$ cat config.mk
export PLATFORM = sky130hd
export DESIGN_NAME = insn_fetch_decoder
export DESIGN_NICKNAME = d
export VERILOG_FILES = /design/src/hdl/addr_dec_pkg.sv /design/src/hdl/op_classifier.sv /design/src/hdl/ea_adder.sv /design/src/hdl/insn_fetch_decoder.sv
export SDC_FILE = /design/constraint.sdc
export NUM_CORES = 1
export LEC_CHECK = 0
export BUFFER_PORTS_ARGS = -buffer_cell sky130_fd_sc_hd__buf_2
export CORE_ASPECT_RATIO = 1.25
export CORE_MARGIN = 1.5
export CORE_UTILIZATION = 40
export DETAILED_ROUTE_END_ITERATION = 6
export PLACE_DENSITY = 0.56
export SETUP_SLACK_MARGIN = 0.5
export SKIP_LAST_GASP = 1
export SLEW_MARGIN = 20
export SYNTH_ARGS = -nofsm -noshare
export SYNTH_HDL_FRONTEND = slang
export SYNTH_SLANG_ARGS = --single-unit
$ cat constraint.sdc
create_clock -name i_core_clk -period 7.6 [get_ports i_core_clk]
set_input_delay 1.52 -clock i_core_clk [delete_from_list [all_inputs] [get_ports i_core_clk]]
set_output_delay 1.52 -clock i_core_clk [all_outputs]
set_load 0.02 [all_outputs]
$ cat src/hdl/addr_dec_pkg.sv
// Shared types and constants for the instruction fetch and addressing decoder.
// Assumes an 8-bit core with a 16-bit byte address space.
package addr_dec_pkg;
  typedef enum logic [4:0] {
    M_INH, M_IMM, M_DIR_S, M_DIR_L, M_IDX0, M_IDX_S, M_IDX_L, M_IND_S, M_IND_L,
    M_IIX_S, M_IIX_L, M_REL_D, M_REL_I, M_BIT_D, M_BIT_I, M_BREL_D, M_BREL_I
  } mode_t;
  typedef enum logic [3:0] {
    G_LOAD, G_STACK, G_INCDEC, G_CMP, G_LOGIC, G_BIT, G_BTJ, G_ARITH, G_SHIFT,
    G_JUMP, G_COND, G_INTR, G_FLAG
  } group_t;
  typedef enum logic [1:0] {PRE_NONE, PRE_Y, PRE_IND, PRE_IY} prefix_t;
  localparam logic [7:0] PREBYTE_Y = 8'h90;
  localparam logic [7:0] PREBYTE_IY = 8'h91;
  localparam logic [7:0] PREBYTE_IND = 8'h92;
  localparam logic [7:0] PAGE0_HI = 8'h00;
  localparam logic [15:0] SHORT_IDX_MAX = 16'h01fe;
  localparam logic [2:0] INSN_MAX_LEN = 3'h4;
  localparam logic [15:0] RESET_PC = 16'h0000;
  localparam logic [3:0] RELATIVE_SUBROUTINE_CALL_LO = 4'hd;
  // Row is the opcode high nibble, bit is the low nibble; a clear bit is an undefined code
  localparam logic [15:0] VALID_MASK [16] = '{
    16'hffff, 16'hffff, 16'hffff, 16'hf7d9, 16'hf7dd, 16'hf7d9, 16'hf7d9, 16'hf7d9,
    16'hc77b, 16'hffff, 16'h6f7f, 16'hffff, 16'hcfff, 16'hcfff, 16'hffff, 16'hffff
  };
  function automatic logic [1:0] pc_bytes(input mode_t m);
    case (m)
      M_INH, M_IDX0: pc_bytes = 2'h0;
      M_DIR_L, M_IDX_L, M_BREL_D, M_BREL_I: pc_bytes = 2'h2;
      default: pc_bytes = 2'h1;
    endcase
  endfunction
  function automatic logic [1:0] ptr_bytes(input mode_t m);
    case (m)
      M_IND_L, M_IIX_L: ptr_bytes = 2'h2;
      M_IND_S, M_IIX_S, M_REL_I, M_BIT_I, M_BREL_I: ptr_bytes = 2'h1;
      default: ptr_bytes = 2'h0;
    endcase
  endfunction
endpackage

$ cat src/hdl/op_classifier.sv
// Opcode classifier: addressing mode, group, legality and prebyte pairing.
// Purely combinational; the caller registers what it needs.
`timescale 1ns/100ps
`default_nettype none
module op_classifier (
  input wire logic [7:0] i_opcode,
  input wire addr_dec_pkg::prefix_t i_prefix,
  output var addr_dec_pkg::mode_t o_mode,
  output var addr_dec_pkg::group_t o_group,
  output var addr_dec_pkg::prefix_t o_prefix,
  output var logic o_legal,
  output var logic o_is_prebyte,
  output var logic o_pair_ok,
  output var logic o_use_y
);
  import addr_dec_pkg::*;
  logic [3:0] hi;
  logic [3:0] lo;
  mode_t base;
  assign hi = i_opcode[7:4];
  assign lo = i_opcode[3:0];
  assign o_legal = VALID_MASK[hi][lo];
  assign o_is_prebyte = (i_opcode == PREBYTE_Y) || (i_opcode == PREBYTE_IY) || (i_opcode == PREBYTE_IND);
  assign o_prefix = (i_opcode == PREBYTE_Y) ? PRE_Y : (i_opcode == PREBYTE_IY) ? PRE_IY : PRE_IND;
  always_comb begin
    case (hi)
      4'h0: base = M_BREL_D;
      4'h1: base = M_BIT_D;
      4'h2: base = M_REL_D;
      4'h3, 4'hb: base = M_DIR_S;
      4'h6, 4'he: base = M_IDX_S;
      4'h7, 4'hf: base = M_IDX0;
      4'ha: base = (lo == RELATIVE_SUBROUTINE_CALL_LO) ? M_REL_D : M_IMM;
      4'hc: base = M_DIR_L;
      4'hd: base = M_IDX_L;
      default: base = M_INH;
    endcase
  end
  always_comb begin
    o_mode = base;
    o_use_y = 1'b0;
    o_pair_ok = 1'b1;
    case (i_prefix)
      PRE_Y: begin
        o_pair_ok = base inside {M_INH, M_IMM, M_DIR_S, M_DIR_L, M_IDX0, M_IDX_S, M_IDX_L}; // RL20
        o_use_y = o_pair_ok;
      end
      PRE_IND: begin
        case (base) // RL21
          M_DIR_S: o_mode = M_IND_S;
          M_DIR_L: o_mode = M_IND_L;
          M_BIT_D: o_mode = M_BIT_I;
          M_BREL_D: o_mode = M_BREL_I;
          M_REL_D: o_mode = M_REL_I;
          M_IDX_S: o_mode = M_IIX_S;
          M_IDX_L: o_mode = M_IIX_L;
          default: o_pair_ok = 1'b0;
        endcase
      end
      PRE_IY: begin
        o_use_y = 1'b1; // RL22
        case (base)
          M_IDX_S: o_mode = M_IIX_S;
          M_IDX_L: o_mode = M_IIX_L;
          default: begin
            o_pair_ok = 1'b0;
            o_use_y = 1'b0;
          end
        endcase
      end
      default: ;
    endcase
  end
  always_comb begin
    case (hi) // RL18
      4'h0: o_group = G_BTJ;
      4'h1: o_group = G_BIT;
      4'h2: o_group = (lo < 4'h2) ? G_JUMP : G_COND;
      4'h3, 4'h4, 4'h5, 4'h6, 4'h7: begin
        case (lo)
          4'h0, 4'h3: o_group = G_LOGIC;
          4'ha, 4'hc: o_group = G_INCDEC;
          4'hd: o_group = G_CMP;
          4'hf: o_group = G_LOAD;
          4'h2: o_group = G_ARITH;
          default: o_group = G_SHIFT;
        endcase
      end
      4'h8: o_group = (lo inside {4'h0, 4'h3, 4'he, 4'hf}) ? G_INTR : (lo == 4'h1) ? G_JUMP : G_STACK;
      4'h9: o_group = (lo inside {[4'h8:4'hb]}) ? G_FLAG : (lo == 4'hc) ? G_STACK :
                      (lo == 4'hd) ? G_JUMP : G_LOAD;
      default: begin
        case (lo)
          4'h0, 4'h2, 4'h9, 4'hb: o_group = G_ARITH;
          4'h1, 4'h3, 4'h5: o_group = G_CMP;
          4'h4, 4'h8, 4'ha: o_group = G_LOGIC;
          4'hc, 4'hd: o_group = G_JUMP;
          default: o_group = G_LOAD;
        endcase
      end
    endcase
  end
endmodule
`default_nettype wire

$ cat src/hdl/ea_adder.sv
// Effective address and relative target arithmetic for every addressing mode.
// Combinational; inputs are the bytes already gathered by the fetch sequencer.
`timescale 1ns/100ps
`default_nettype none
module ea_adder (
  input wire addr_dec_pkg::mode_t i_mode,
  input wire logic [7:0] i_byte1,
  input wire logic [7:0] i_byte2,
  input wire logic [7:0] i_ptr_hi,
  input wire logic [7:0] i_ptr_lo,
  input wire logic [7:0] i_index,
  input wire logic [15:0] i_pc_next,
  output var logic [15:0] o_ea,
  output var logic [15:0] o_target,
  output var logic [7:0] o_operand
);
  import addr_dec_pkg::*;
  logic [7:0] off;
  logic [15:0] idx16;
  logic [15:0] ptr16;
  assign idx16 = {PAGE0_HI, i_index};
  assign ptr16 = {i_ptr_hi, i_ptr_lo};
  always_comb begin
    off = i_byte1;
    o_operand = 8'h00;
    o_ea = {PAGE0_HI, i_byte1}; // RL3
    case (i_mode)
      M_IMM: o_operand = i_byte1; // RL2
      M_DIR_L: o_ea = {i_byte1, i_byte2}; // RL4
      M_IDX0: o_ea = idx16; // RL6
      M_IDX_S: o_ea = idx16 + {PAGE0_HI, i_byte1}; // RL5 RL7
      M_IDX_L: o_ea = idx16 + {i_byte1, i_byte2}; // RL8
      M_IND_S, M_BIT_I: o_ea = {PAGE0_HI, i_ptr_lo}; // RL9
      M_IND_L: o_ea = ptr16; // RL9
      M_IIX_S: o_ea = idx16 + {PAGE0_HI, i_ptr_lo}; // RL10
      M_IIX_L: o_ea = idx16 + ptr16; // RL10
      M_REL_I: off = i_ptr_lo; // RL12
      M_BREL_D: off = i_byte2;
      M_BREL_I: begin
        off = i_byte2;
        o_ea = {PAGE0_HI, i_ptr_lo};
      end
      default: ;
    endcase
    // Offset is signed and counts from the byte after the instruction
    o_target = i_pc_next + {{8{off[7]}}, off}; // RL11 RL23
  end
endmodule
`default_nettype wire

$ cat src/hdl/insn_fetch_decoder.sv
// Instruction fetch sequencer and addressing-mode decoder for an 8-bit core.
// Assumes a byte-wide memory port that answers each held request with a one-cycle ack,
// and index registers held steady by the core while an instruction is decoded.
`timescale 1ns/100ps
`default_nettype none
// What this block does
// RL1: Inherent instructions are one opcode byte, no operand bytes fetched.
// RL2: Immediate instructions are opcode plus one operand value byte.
// RL3: Short direct fetches one address byte, range 00 to FF.
// RL4: Long direct fetches a two-byte address, full 64 Kbyte space.
// RL5: Indexed address is the unsigned sum of index register and offset.
// RL6: Indexed without offset fetches nothing and uses the index alone.
// RL7: Short indexed fetches one offset byte, range 00 to 1FE.
// RL8: Long indexed fetches a two-byte offset, full 64 Kbyte space.
// RL9: Indirect fetches a pointer address byte, then a byte or word pointer.
// RL10: Indirect indexed adds the index to a byte or word pointer.
// RL11: Relative adds a signed 8-bit offset to the program counter.
// RL12: Direct relative offset follows opcode; indirect reads it via an address.
// RL13: Only conditional jumps and relative call use relative modes.
// RL14: Inherent form accepted for the listed control, stack and register ops.
// RL15: Immediate form only for load, compare, bit compare, logic, add/subtract.
// RL16: ALU, load and compare ops have short and long memory forms.
// RL17: Read-modify-write, bit, call and jump ops have short forms only.
// RL18: Sixty-three instructions grouped into thirteen functional groups.
// RL19: An instruction is one to four bytes including optional prebyte.
// RL20: Prebyte 90 switches X based instructions to the second index.
// RL21: Prebyte 92 turns direct and X indexed forms into indirect forms.
// RL22: Prebyte 91 turns X indirect indexed into Y indirect indexed.
// RL23: Relative offsets count from the address after the instruction.
// RL24: An undefined opcode raises the illegal-code reset.
// RL25: A valid prebyte with an unpaired valid opcode raises no reset.
// RL26: Bytes are fetched in order from the program counter, which advances.
module insn_fetch_decoder (
  input wire logic i_core_clk,
  input wire logic i_rst,
  input wire logic i_pc_load,
  input wire logic [15:0] i_pc_value,
  input wire logic i_next,
  input wire logic i_take_branch,
  input wire logic [7:0] i_x_index,
  input wire logic [7:0] i_y_index,
  input wire logic i_mem_ack,
  input wire logic [7:0] i_mem_data,
  output var logic o_mem_req,
  output var logic [15:0] o_mem_addr,
  output var logic o_valid,
  output var logic [7:0] o_opcode,
  output var addr_dec_pkg::mode_t o_mode,
  output var addr_dec_pkg::group_t o_group,
  output var logic o_use_y,
  output var logic [15:0] o_ea,
  output var logic [7:0] o_operand,
  output var logic [15:0] o_rel_target,
  output var logic [15:0] o_pc,
  output var logic [2:0] o_len,
  output var logic o_illegal_rst,
  output var logic o_pair_ignored
);
  import addr_dec_pkg::*;

  typedef enum logic [2:0] {ST_IDLE, ST_OP, ST_B1, ST_B2, ST_PH, ST_PL, ST_CALC, ST_DONE} state_t;

  state_t state_r;
  state_t state_nxt;
  logic [15:0] pc_r;
  logic [15:0] pc_nxt;
  logic [15:0] addr_r;
  logic [15:0] addr_nxt;
  logic req_r;
  logic req_nxt;
  logic [7:0] opcode_r;
  logic [7:0] b1_r;
  logic [7:0] b2_r;
  logic [7:0] ph_r;
  logic [7:0] pl_r;
  logic [7:0] ptr_base;
  logic [7:0] idx_sel;
  prefix_t pre_r;
  mode_t mode_r;
  group_t group_r;
  logic use_y_r;
  logic pair_bad_r;
  logic valid_r;
  logic illegal_r;
  logic [2:0] len_r;
  logic [15:0] ea_r;
  logic [15:0] target_r;
  logic [7:0] operand_r;
  mode_t cls_mode;
  group_t cls_group;
  prefix_t cls_prefix;
  logic cls_legal;
  logic cls_pre;
  logic cls_pair_ok;
  logic cls_use_y;
  logic [15:0] ea_calc;
  logic [15:0] target_calc;
  logic [7:0] operand_calc;
  logic fetch_ack;
  logic op_taken;
  logic start;
  logic has_pre;
  logic is_rel;

  op_classifier u_cls (
    .i_opcode(i_mem_data),
    .i_prefix(pre_r),
    .o_mode(cls_mode),
    .o_group(cls_group),
    .o_prefix(cls_prefix),
    .o_legal(cls_legal),
    .o_is_prebyte(cls_pre),
    .o_pair_ok(cls_pair_ok),
    .o_use_y(cls_use_y)
  );

  // Index sampled only in the calculation cycle
  assign idx_sel = use_y_r ? i_y_index : i_x_index;

  ea_adder u_ea (
    .i_mode(mode_r),
    .i_byte1(b1_r),
    .i_byte2(b2_r),
    .i_ptr_hi(ph_r),
    .i_ptr_lo(pl_r),
    .i_index(idx_sel),
    .i_pc_next(pc_r),
    .o_ea(ea_calc),
    .o_target(target_calc),
    .o_operand(operand_calc)
  );

  assign fetch_ack = i_mem_ack && (state_r inside {ST_OP, ST_B1, ST_B2});
  assign op_taken = (state_r == ST_OP) && i_mem_ack && !cls_pre;
  assign start = ((state_r == ST_IDLE) && i_pc_load) || ((state_r == ST_DONE) && (i_pc_load || i_next));
  assign has_pre = (pre_r != PRE_NONE);
  assign is_rel = mode_r inside {M_REL_D, M_REL_I, M_BREL_D, M_BREL_I};

  always_comb begin
    state_nxt = state_r;
    case (state_r)
      ST_IDLE: begin
        if (i_pc_load) begin
          state_nxt = ST_OP;
        end
      end
      ST_OP: begin
        if (i_mem_ack) begin
          if (cls_pre) begin
            state_nxt = ST_OP;
          end else if (!cls_legal) begin
            state_nxt = ST_IDLE; // RL24
          end else if (pc_bytes(cls_mode) != 2'h0) begin
            state_nxt = ST_B1;
          end else begin
            state_nxt = ST_CALC; // RL1 RL6
          end
        end
      end
      ST_B1: begin
        if (i_mem_ack) begin
          if (pc_bytes(mode_r) == 2'h2) begin
            state_nxt = ST_B2; // RL4 RL8
          end else if (ptr_bytes(mode_r) != 2'h0) begin
            state_nxt = ST_PH; // RL9 RL10
          end else begin
            state_nxt = ST_CALC; // RL2 RL3 RL7
          end
        end
      end
      ST_B2: begin
        if (i_mem_ack) begin
          state_nxt = (ptr_bytes(mode_r) != 2'h0) ? ST_PH : ST_CALC;
        end
      end
      ST_PH: begin
        if (i_mem_ack) begin
          state_nxt = (ptr_bytes(mode_r) == 2'h2) ? ST_PL : ST_CALC; // RL9
        end
      end
      ST_PL: begin
        if (i_mem_ack) begin
          state_nxt = ST_CALC;
        end
      end
      ST_CALC: state_nxt = ST_DONE;
      ST_DONE: begin
        if (i_pc_load || i_next) begin
          state_nxt = ST_OP;
        end
      end
      default: state_nxt = ST_IDLE;
    endcase
  end

  always_comb begin
    pc_nxt = pc_r;
    if (i_pc_load && (state_r inside {ST_IDLE, ST_DONE})) begin
      pc_nxt = i_pc_value;
    end else if ((state_r == ST_DONE) && i_next && i_take_branch && is_rel) begin
      pc_nxt = target_r; // RL11 RL13
    end else if (fetch_ack) begin
      pc_nxt = pc_r + 16'h0001; // RL26
    end
  end

  // Pointer address is the byte that may be arriving right now
  assign ptr_base = (state_r == ST_B1) ? i_mem_data : b1_r;

  always_comb begin
    if (state_nxt == ST_PH) begin
      addr_nxt = {PAGE0_HI, ptr_base}; // RL9
    end else if (state_nxt == ST_PL) begin
      // Word pointer low byte wraps inside page zero
      addr_nxt = {PAGE0_HI, b1_r + 8'h01};
    end else begin
      addr_nxt = pc_nxt; // RL26
    end
    req_nxt = state_nxt inside {ST_OP, ST_B1, ST_B2, ST_PH, ST_PL};
  end

  always_ff @(posedge i_core_clk or posedge i_rst) begin
    if (i_rst) begin
      state_r <= ST_IDLE;
      pc_r <= RESET_PC;
      addr_r <= RESET_PC;
      req_r <= 1'b0;
    end else begin
      state_r <= state_nxt;
      pc_r <= pc_nxt;
      addr_r <= addr_nxt;
      req_r <= req_nxt;
    end
  end

  always_ff @(posedge i_core_clk or posedge i_rst) begin
    if (i_rst) begin
      opcode_r <= 8'h00;
      pre_r <= PRE_NONE;
      mode_r <= M_INH;
      group_r <= G_JUMP;
      use_y_r <= 1'b0;
      pair_bad_r <= 1'b0;
      len_r <= 3'h0;
    end else if (start) begin
      pre_r <= PRE_NONE;
      pair_bad_r <= 1'b0;
      len_r <= 3'h0;
    end else begin
      if (fetch_ack) begin
        len_r <= len_r + 3'h1; // RL19
      end
      if ((state_r == ST_OP) && i_mem_ack) begin
        if (cls_pre) begin
          pre_r <= cls_prefix; // RL20 RL21 RL22
          if (has_pre) begin
            // A second prebyte restarts the instruction at itself
            pair_bad_r <= 1'b1;
            len_r <= 3'h1;
          end
        end else begin
          opcode_r <= i_mem_data;
          mode_r <= cls_mode; // RL13 RL14 RL15 RL16 RL17
          group_r <= cls_group; // RL18
          use_y_r <= cls_use_y;
          if (!cls_pair_ok) begin
            pair_bad_r <= 1'b1; // RL25
          end
        end
      end
    end
  end

  always_ff @(posedge i_core_clk or posedge i_rst) begin
    if (i_rst) begin
      b1_r <= 8'h00;
      b2_r <= 8'h00;
      ph_r <= 8'h00;
      pl_r <= 8'h00;
    end else if (i_mem_ack) begin
      case (state_r)
        ST_B1: b1_r <= i_mem_data; // RL12
        ST_B2: b2_r <= i_mem_data;
        ST_PH: begin
          if (ptr_bytes(mode_r) == 2'h2) begin
            ph_r <= i_mem_data;
          end else begin
            pl_r <= i_mem_data;
          end
        end
        ST_PL: pl_r <= i_mem_data;
        default: ;
      endcase
    end
  end

  always_ff @(posedge i_core_clk or posedge i_rst) begin
    if (i_rst) begin
      valid_r <= 1'b0;
      ea_r <= 16'h0000;
      target_r <= 16'h0000;
      operand_r <= 8'h00;
    end else if (state_r == ST_CALC) begin
      valid_r <= 1'b1;
      ea_r <= ea_calc; // RL5
      target_r <= target_calc; // RL23
      operand_r <= operand_calc;
    end else if (start) begin
      valid_r <= 1'b0;
    end
  end

  // Undefined codes only; an unpaired prebyte and opcode decode without the prebyte
  always_ff @(posedge i_core_clk or posedge i_rst) begin
    if (i_rst) begin
      illegal_r <= 1'b0;
    end else begin
      illegal_r <= op_taken && !cls_legal; // RL24 RL25
    end
  end

  assign o_mem_req = req_r;
  assign o_mem_addr = addr_r;
  assign o_valid = valid_r;
  assign o_opcode = opcode_r;
  assign o_mode = mode_r;
  assign o_group = group_r;
  assign o_use_y = use_y_r;
  assign o_ea = ea_r;
  assign o_operand = operand_r;
  assign o_rel_target = target_r;
  assign o_pc = pc_r;
  assign o_len = len_r;
  assign o_illegal_rst = illegal_r;
  assign o_pair_ignored = pair_bad_r;
endmodule
`default_nettype wire

* Word level (Yosys, flattened, before mapping)
Memory sizes are Yosys's and may differ from the RTL's. Cells that the tools add are included.
Word-level totals: register bits 134, latch bits 0, memory bits (writable) 0, ROM bits 320, input bits 46, output and inout port bits 97, logic and storage cells 254, memories kept 2
Operators by class: add/subtract/negate cells 8, multiply operators 0, divide/modulo/power cells 0, order comparisons 5, equality and inequality tests 75, shift operators 0, multiplexer cells 82, bitwise logic cells 3, reductions and logical operators 59
Memories:
- (no name shown) | words 16, width 16, rd ports 1, clocked after memory_dff 0, write ports 0, line op_classifier.sv:22 | assign o_legal = VALID_MASK[hi][lo];
- (no name shown) | words 16, width 4, rd ports 1, clocked after memory_dff 0, write ports 0, line op_classifier.sv:93 | case (lo)
Operator list (number):
- 16-bit case mux with 8 select lines | 1
- 16-bit two-way mux | 7
- 5-bit by 4-bit equality test with 1-bit output, second input constant | 11
- 4-bit equality test, second input constant | 13
- 3-bit two-way mux | 16
- 5-bit by 3-bit equality test with 1-bit output, second input constant | 9
- 5-bit case mux with 9 select lines | 1
- 2-bit two-way mux | 22
- 5-bit case mux with 7 select lines | 1
- 8-bit by 16-bit adder with 16-bit output | 2
- 8-bit two-way mux | 4
- 8-bit case mux with 2 select lines | 2
- 8-bit equality test, second input constant | 3
- 4-bit two-way mux | 6
- 3-bit case mux with 8 select lines | 1
- 4-bit case mux with 6 select lines | 1
- 5-bit by 2-bit equality test with 1-bit output, second input constant | 4
- 4-bit case mux with 5 select lines | 1
- 5-bit case mux with 2 select lines | 2
- 2-bit OR reduction | 10
- 8-bit by 8-bit adder with 9-bit output | 2
- 3-bit equality test, second input constant | 6
- 2-bit nonzero test | 9
- 16-bit by 1-bit adder with 16-bit output, second input constant | 1
- other kinds (43) | 97

* Depth between registers and ports, before layout
Gate-level depths: netlist of the first run.
depth after elaboration 22, depth in mapped cells 19, gate-level depth less buffers 15

* By module
A second synthesis of the first run with hierarchy kept.
Unflattened totals: cells, all modules 1032, area, all modules 9709.3 sq um
By module, submodules not included:
- insn_fetch_decoder | instances 1, cells each 549, area an instance 6298.5 sq um, sequential area each 3355.7 sq um
- ea_adder | instances 1, cells each 348, area an instance 2592.5 sq um, sequential area each 0.0 sq um
- op_classifier | instances 1, cells each 135, area an instance 818.3 sq um, sequential area each 0.0 sq um

* Worst setup path after synthesis of the first run
No wires, ideal clock.
path kind in2reg, start point in i_y_index[0], end point reg ea_r[12], in the netlist o_ea[12], data arrival time 3727 ps, required time 7481 ps, path slack 3754 ps, stages on the path 12, buffers on the path 0, path through mux2_2 > ha_1 > inv_1 > fa_1 > nor2b_1 > o21ai_0 > a21boi_0 > o21ai_0 > a2111oi_0 > xnor2_1 > o221ai_1 > o21a_1
On the way: cells in the longest elaborated chain, start to end 3, elaborated cells on any way between the ends 4
RTL lines:
- start: declaration | line insn_fetch_decoder.sv:41 | input wire logic [7:0] i_y_index,
- 8-bit two-way mux (*) | line insn_fetch_decoder.sv:118 | assign idx_sel = use_y_r ? i_y_index : i_x_index;
- 8-bit by 16-bit adder with 16-bit output, on equally long branches | line ea_adder.sv:36, ea_adder.sv:32
- 16-bit case mux with 8 select lines (*) | line ea_adder.sv:27 | case (i_mode)
- end signal: assignment | line insn_fetch_decoder.sv:305 | ea_r <= ea_calc;
- end: declaration | line insn_fetch_decoder.sv:86 | logic [15:0] ea_r;
Mark *: on every way between the ends. The rest lies on a longest branch, timed or not. A chain may end at the register's enable or synchronous reset.

* Final worst setup path of the first run
start point reg mode_r[3], in the netlist o_mode[3], end point reg target_r[15], in the netlist o_rel_target[15]
On the way: cells in the longest elaborated chain, start to end 4, elaborated cells on any way between the ends 6
RTL lines:
- start: declaration | line insn_fetch_decoder.sv:79 | mode_t mode_r;
- start signal: assignment | line insn_fetch_decoder.sv:263 | mode_r <= cls_mode;
- 5-bit by 4-bit equality test with 1-bit output or 5-bit equality test (tied branches) | line ea_adder.sv:27
- 2-bit OR reduction (no source line)
- 8-bit case mux with 2 select lines (*) | line ea_adder.sv:27
- 16-bit adder (*) | line ea_adder.sv:46 | o_target = i_pc_next + {{8{off[7]}}, off};
- end signal: assignment | line insn_fetch_decoder.sv:306 | target_r <= target_calc;
- end: declaration | line insn_fetch_decoder.sv:87 | logic [15:0] target_r;
Marked as above.

==> results of run 1 <==
-- through the flow --
step,utilization [%],hold WS [ns],setup slack [ns],area (sq um),std cells
after floorplan,-,0.472,2.50,9180,1078
after global placement,45.0,0.460,3.28,10100,1450
after detailed placement,45.0,0.460,3.22,10100,1450
after CTS,47.6,0.482,3.38,10600,1482
after global routing,47.6,0.492,2.88,10600,1482
final,47.6,0.481,3.33,10600,1482
-- cell usage in the layout (no fill, tap or decap), types with 14 or more instances in the layout --
cell       synthesis  layout
nand2_1          162     162
buf_2             17     142
dfrtp_1          132     132
o21ai_0          100      99
nor2_1            79      79
a21oi_1           51      51
inv_1             40      39
ha_1              34      34
nand3_1           31      31
xnor2_1           28      28
xor2_1            27      27
nor3_1            21      21
mux2_2            21      21
clkbuf_16          0      17
nor2b_1           16      16
mux2i_1           16      16
buf_4              1      16
a211oi_1          15      15
o21a_1            15      15
a22o_1            14      14
-- state kept, by name, summed over array words and instances (netlist names), 3 cells and up --
register and cells:
o_ea 16, o_mem_addr 16, o_pc 16, o_rel_target 16
b1_r 8, b2_r 8, o_opcode 8, o_operand 8
ph_r 8, pl_r 8, o_mode 5, o_group 4
o_len 3, state_r 3
-- layout make-up --
cell class | count | share of cell area, %
Sequential cell | 134 | 31.5
Inverter | 42 | 1.53
Timing Repair Buffer | 158 | 7.80
Tap cell | 283 | 3.33
Clock buffer | 20 | 4.29
Clock inverter | 12 | 1.13
Multi-Input combinational cell | 833 | 50.4
-- worst max-delay path by stage --
stage | slack [ns] | from | end
final | 3.33 | o_mode[3] | o_rel_target[15]
after global routing | 2.88 | o_mode[1] | o_ea[10]
after CTS | 3.38 | o_mode[4] | o_ea[12]
after detailed placement | 3.22 | i_y_index[1] | o_ea[11]
after global placement | 3.28 | i_mem_data[5] | o_mem_addr[7]
after floorplan | 2.50 | i_rst | b1_r[0]
-- report_power, final --
part / total [mW] / leakage [nW] / internal (mW) / switching (mW)
Sequential: 1.42 / 1.70 / 1.02 / 0.398
Combinational: 2.62 / 2.93 / 1.00 / 1.62
Clock: 0.818 / 0.272 / 0.473 / 0.345
Total: 4.86 / 4.90 / 2.49 / 2.36
-- routing by layer --
layer	wire, um	up-vias	part of all wire [%]
li1	-	4116	-
met1	12900	4212	42
met2	14700	347	48
met3	1970	59	6.4
met4	1150	0	3.7
met5	0	-	0
-- cells by family (layout without fill, tap and decap cells) --
logic type | after synthesis | after routing | synth area share [%]
mux | 37 | 37 | 4.32
buf+inv | 111 | 232 | 5.22
flops | 134 | 134 | 36.6
compound gates | 322 | 322 | 23.4
simple gates | 380 | 380 | 19.7
xor+xnor | 55 | 55 | 5.25
fa+ha+maj | 39 | 39 | 5.51
-- worst reg2reg max path, delay by kind of cell (launching register included) --
family | cells | cell delay (ns)
DFF | 1 | 0.59
adders and majority gates | 1 | 0.44
and+or+nand+nor | 3 | 0.82
AOI/OAI and AO/OA | 6 | 1.80
xor gates and xnor gates | 1 | 0.15
buffers and inverters | 1 | 0.34
==> flow_summary_export.csv, run 1 <==
group,metric,value,unit
global_route,grt_pass1_wl,47800,um
route,routed_wl,30800,um
finish,ff_latch_area,0.00336,sq mm
worst_setup_path,r2r_cells,12,
synthesis,synthesis.nets,1161,
worst_setup_path,critPathBufInv,1,
clocking,post_cts_resized,0,
pwr,finalPower,4.86,mW
route,ant_nets,0,
global_route,antenna_found_initial,0,
synthesis,syn_avg_cell_area,8.51,sq um
synthesis,synth_cell_types,82,
global_route,busiest_layer,"met2",
pwr,p_leak,4.90,nW
clocking,cts.htree.levels,4,
sta,slew_viol_final,0,
route,drtIter0Drc,697,
worst_setup_path,cp_top_family,"compound AO/OA/AOI/OAI gates",
clocking,cts_tree,"built",
hold_path,min_path_cells,2,
hold_path,hold_class,"flip-flop to flip-flop",
placed_design,gp_congestion,0.906,
synthesis,synthArstFlopShare,100,%
hold_path,holdPathEnd,"o_valid",
floorplan,core,0.0224,sq mm
route,drc,8,
floorplan,dieArea,0.0239,sq mm
job,drv_cap,0,
route,vias_per_cell,5.89,
clocking,clk_latency,0.43,ns
placed_design,portBuffers,142,
outcome,status,"finished, violations left",
global_route,gr-usage-met2,43.0,%
worst_setup_path,arrival,4.56,ns
synthesis,synth_ff_type,"dfrtp_1",
worst_setup_path,start_kind,"flip-flop",
finish,layout-drive-gt1-share,20.0,%
clocking,cts_setup_buffers,0,
floorplan,start_util,41.0,%
worst_setup_path,r2r-start,"o_mode[3]",
sta,post-route-period-util,56.2,%
worst_setup_path,slowest_delay,0.77,ns
sta,setup_viol,0,
worst_setup_path,crit_chain,"nor3b_1 > and2_1 > a31oi_1 > a222oi_1 > inv_1 > ha_1 > and3_1 > a21oi_1 > a31oi_1 > a221oi_1 > xnor2_1 > o21ai_0",
sta,finalHoldViolCount,0,
synthesis,ys_ff_latch,134,
finish,multi_input_area,0.00537,sq mm
global_route,grt_use_met1,33.0,%
sta,rsz0062_at_grt,"no",
clocking,clk_pin_slew_worst_paths,0.06,ns
placed_design,hpwl,22500,um
clocking,numCtsBuffers,17,
global_route,globalRoute.totalOverflow,0,
pwr,powerDensity,456,mW/mm^2
sta,min_period,4.27,ns
finish,syn_to_final_growth,16.0,%
worst_setup_path,cp.required,7.88,ns
synthesis,synth_top_cells_by_area,"dfrtp_1, nand2_1, o21ai_0, ha_1, nor2_1",
clocking,postCtsHoldBufs,0,
worst_setup_path,end_kind,"flip-flop",
global_route,grt_use_total,25.9,%
synthesis,synth_top_area_cell,"dfrtp_1",
clocking,clkSinkCount,134,
synthesis,synth_edf_count,0,
floorplan,rows,61,
global_route,grt_max_degree,72,
worst_setup_path,crit_path_frequent_cell,"a31oi_1",
worst_setup_path,r2r_slack,3.33,ns
route,drt_pass1_iterations,7,
synthesis,synthTopCellsByCount,"nand2_1, dfrtp_1, o21ai_0",
pwr,ir_drop,0.250,mV
synthesis,synth_most_common_cell,"nand2_1",
sta,slew_headroom,25.2,%
synthesis,synth_top_area_share,36.0,%
route,num_vias,8734,
worst_setup_path,worstSetupPathDepth,12,
finish,final_nets,1269,
synthesis,synth_warnings,0,
floorplan,dieHeight,172,um
outcome,violations,"DRC",
global_route,met3_usage,4.71,%
sta,setup_tns,0,ns
route,drt-wirelength-per-cell,20.8,um
synthesis,synthesis.instances,1078,
finish,nFillCells,2200,
synthesis,syn_area,0.00918,sq mm
finish,diodes,0,
sta,tightest_slew,1.11,ns
synthesis,yosysSeqAreaShare,36.6,%
clocking,clockRootBuffer,"clkbuf_16",
sta,fmax,0.234,GHz
clocking,clock_path_buffers,2,
global_route,grt_pass1_vias,8343,
worst_setup_path,critPathMaxFanout,15,
worst_setup_path,timing_worst_setup_path_type,"flip-flop to flip-flop",
floorplan,chipWidth,138,um
hold_path,min_from,"o_valid",
sta,clock_skew,0.0103,ns
worst_setup_path,cp_slowest_cell,"a222oi_1",
worst_setup_path,r2r_end,"o_rel_target[15]",
floorplan,boundaryPins,143,
No activity file was read; power rests on OpenSTA's default activity.
==> run 2, diff against run 1 <==
==> constraint.sdc (replaced) <==
create_clock -name i_core_clk -period 3.95 [get_ports i_core_clk]
set_input_delay 0.79 -clock i_core_clk [delete_from_list [all_inputs] [get_ports i_core_clk]]
set_output_delay 0.79 -clock i_core_clk [all_outputs]
set_load 0.02 [all_outputs]
==> flow_summary_export.csv, run 2 (synthesized netlist as in run 1, its figures left out) <==
group,metric,value,unit
outcome,status,"finished clean",
global_route,grt_use_total,26.1,%
job,drv_cap,0,
clocking,clk_pin_slew_worst_paths,0.07,ns
floorplan,boundaryPins,143,
sta,setup_tns,0,ns
route,ant_nets,0,
finish,nFillCells,2129,
finish,final_common_cell,"nand2_1",
floorplan,rows,61,
worst_setup_path,setup.worst_path.end,"o_rel_target[14]",
route,num_vias,8814,
worst_setup_path,r2r_cells,15,
finish,final_util,50.5,%
worst_setup_path,start_kind,"flip-flop",
finish,multi_input_area,0.00562,sq mm
global_route,antenna_found_initial,0,
sta,rsz0062_at_grt,"yes",
clocking,clockRootBuffer,"clkbuf_16",
floorplan,dieHeight,172,um
floorplan,chipWidth,138,um
sta,setup_viol,0,
pwr,finalPower,9.94,mW
floorplan,start_util,41.0,%
finish,final_nets,1314,
worst_setup_path,timing_worst_setup_path_type,"flip-flop to flip-flop",
floorplan,dieArea,0.0239,sq mm
global_route,grt_max_degree,96,
worst_setup_path,slowest_delay,0.44,ns
clocking,numCtsBuffers,17,
pwr,powerDensity,880,mW/mm^2
worst_setup_path,r2r_slack,0.58,ns
placed_design,portBuffers,142,
route,drtIter0Drc,608,
finish,layout-drive-gt1-share,25.9,%
global_route,grt_pass1_wl,47900,um
sta,fin_hold_ws,0.307,ns
clocking,cts.htree.levels,4,
sta,slew_headroom,27.7,%
worst_setup_path,critPathMaxFanout,7,
pwr,ir_drop,0.397,mV
placed_design,gp_congestion,0.930,
sta,clock_skew,0.0126,ns
worst_setup_path,cp_top_family,"compound AO/OA/AOI/OAI gates",
route,drt_pass1_iterations,7,
worst_setup_path,worstSetupPathDepth,15,
worst_setup_path,cp.required,4.26,ns
worst_setup_path,arrival,3.68,ns
sta,tightest_slew,1.07,ns
route,routed_wl,31100,um
global_route,grt_pass1_vias,8325,
sta,post-route-period-util,85.2,%
worst_setup_path,r2r-start,"o_mode[0]",
sta,finalHoldViolCount,0,
pwr,p_leak,5.18,nW
route,vias_per_cell,5.77,
worst_setup_path,end_kind,"flip-flop",
finish,diodes,0,
worst_setup_path,crit_chain,"nor3b_4 > and2_4 > a31oi_4 > a222oi_1 > inv_1 > ha_4 > fa_2 > a21o_1 > a211oi_4 > o21ai_2 > a31oi_4 > a21oi_2 > a21oi_2 > xor2_1 > o21ai_1",
sta,fmax,0.297,GHz
clocking,clkSinkCount,134,
clocking,clock_path_buffers,2,
clocking,cts_tree,"built",
worst_setup_path,cp-startpoint,"o_mode[0]",
placed_design,hpwl,23000,um
finish,ff_latch_area,0.00336,sq mm
finish,most-common-layout-cells,"nand2_1, buf_2, dfrtp_1, o21ai_0, nor2_1",
worst_setup_path,critPathBufInv,1,
global_route,globalRoute.totalOverflow,0,
sta,min_period,3.37,ns
finish,syn_to_final_growth,23.1,%
worst_setup_path,r2r_end,"o_rel_target[14]",
route,drt-wirelength-per-cell,20.4,um
sta,slew_viol_final,0,
clocking,clk_latency,0.43,ns
route,drc,0,
floorplan,core,0.0224,sq mm
hold_path,hold_class,"primary input to asynchronous set/reset pin",
worst_setup_path,cp_slowest_cell,"dfrtp_2",
## run 2: power breakdown
group          leakage [nW]  internal, mW  switching [mW]  total [mW]
sequential             1.69          1.97           0.638        2.60
clock                 0.278         0.998           0.649        1.65
combinational          3.21          2.24            3.45        5.69
## run 2: layout make-up
class | instances | share of cell area [%]
multi-input cells | 833 | 49.7
flip-flops and latches | 134 | 29.7
repair buffers | 203 | 10.8
clock buffers | 21 | 3.90
well taps | 283 | 3.13
inverters | 42 | 1.43
clock inverters | 11 | 1.35
## run 2: routing by layer
layer	global-route usage (%)	routed length, um	share of wire (%)
met1	32.4	12900	42
met2	44.9	15200	49
met3	4.07	1760	5.7
met4	11.8	1200	3.9
met5	0	0	0
## run 2: what timing repair did
action                     4_1_cts  5_1_grt
pin swaps                        4       29
setup endpoints to repair       11       14
hold buffers                     0        0
gates resized for setup         20       43
buffers inserted                 2       15
cloned                           0        1
## run 2: worst min path at each step
stage	startpoint	depth (start not counted)	to	slack, ns
after floorplan	ph_r[7]	2	ph_r[7]	0.47
after global placement	o_ea[10]	2	o_ea[10]	0.46
after detailed placement	o_opcode[3]	2	o_opcode[3]	0.47
after CTS	i_rst	2	o_ea[2]	0.31
after global routing	i_rst	2	o_ea[2]	0.32
final	i_rst	2	o_ea[2]	0.31
## run 2: metrics by stage
step,area [sq um],std cells,worst slack (ns)
detailed placement,10300,1477,0.104
global route,11300,1527,0.344
finish,11300,1527,0.583
global placement,10300,1477,0.176
floorplan,9230,1078,0.482
CTS,11000,1511,0.493
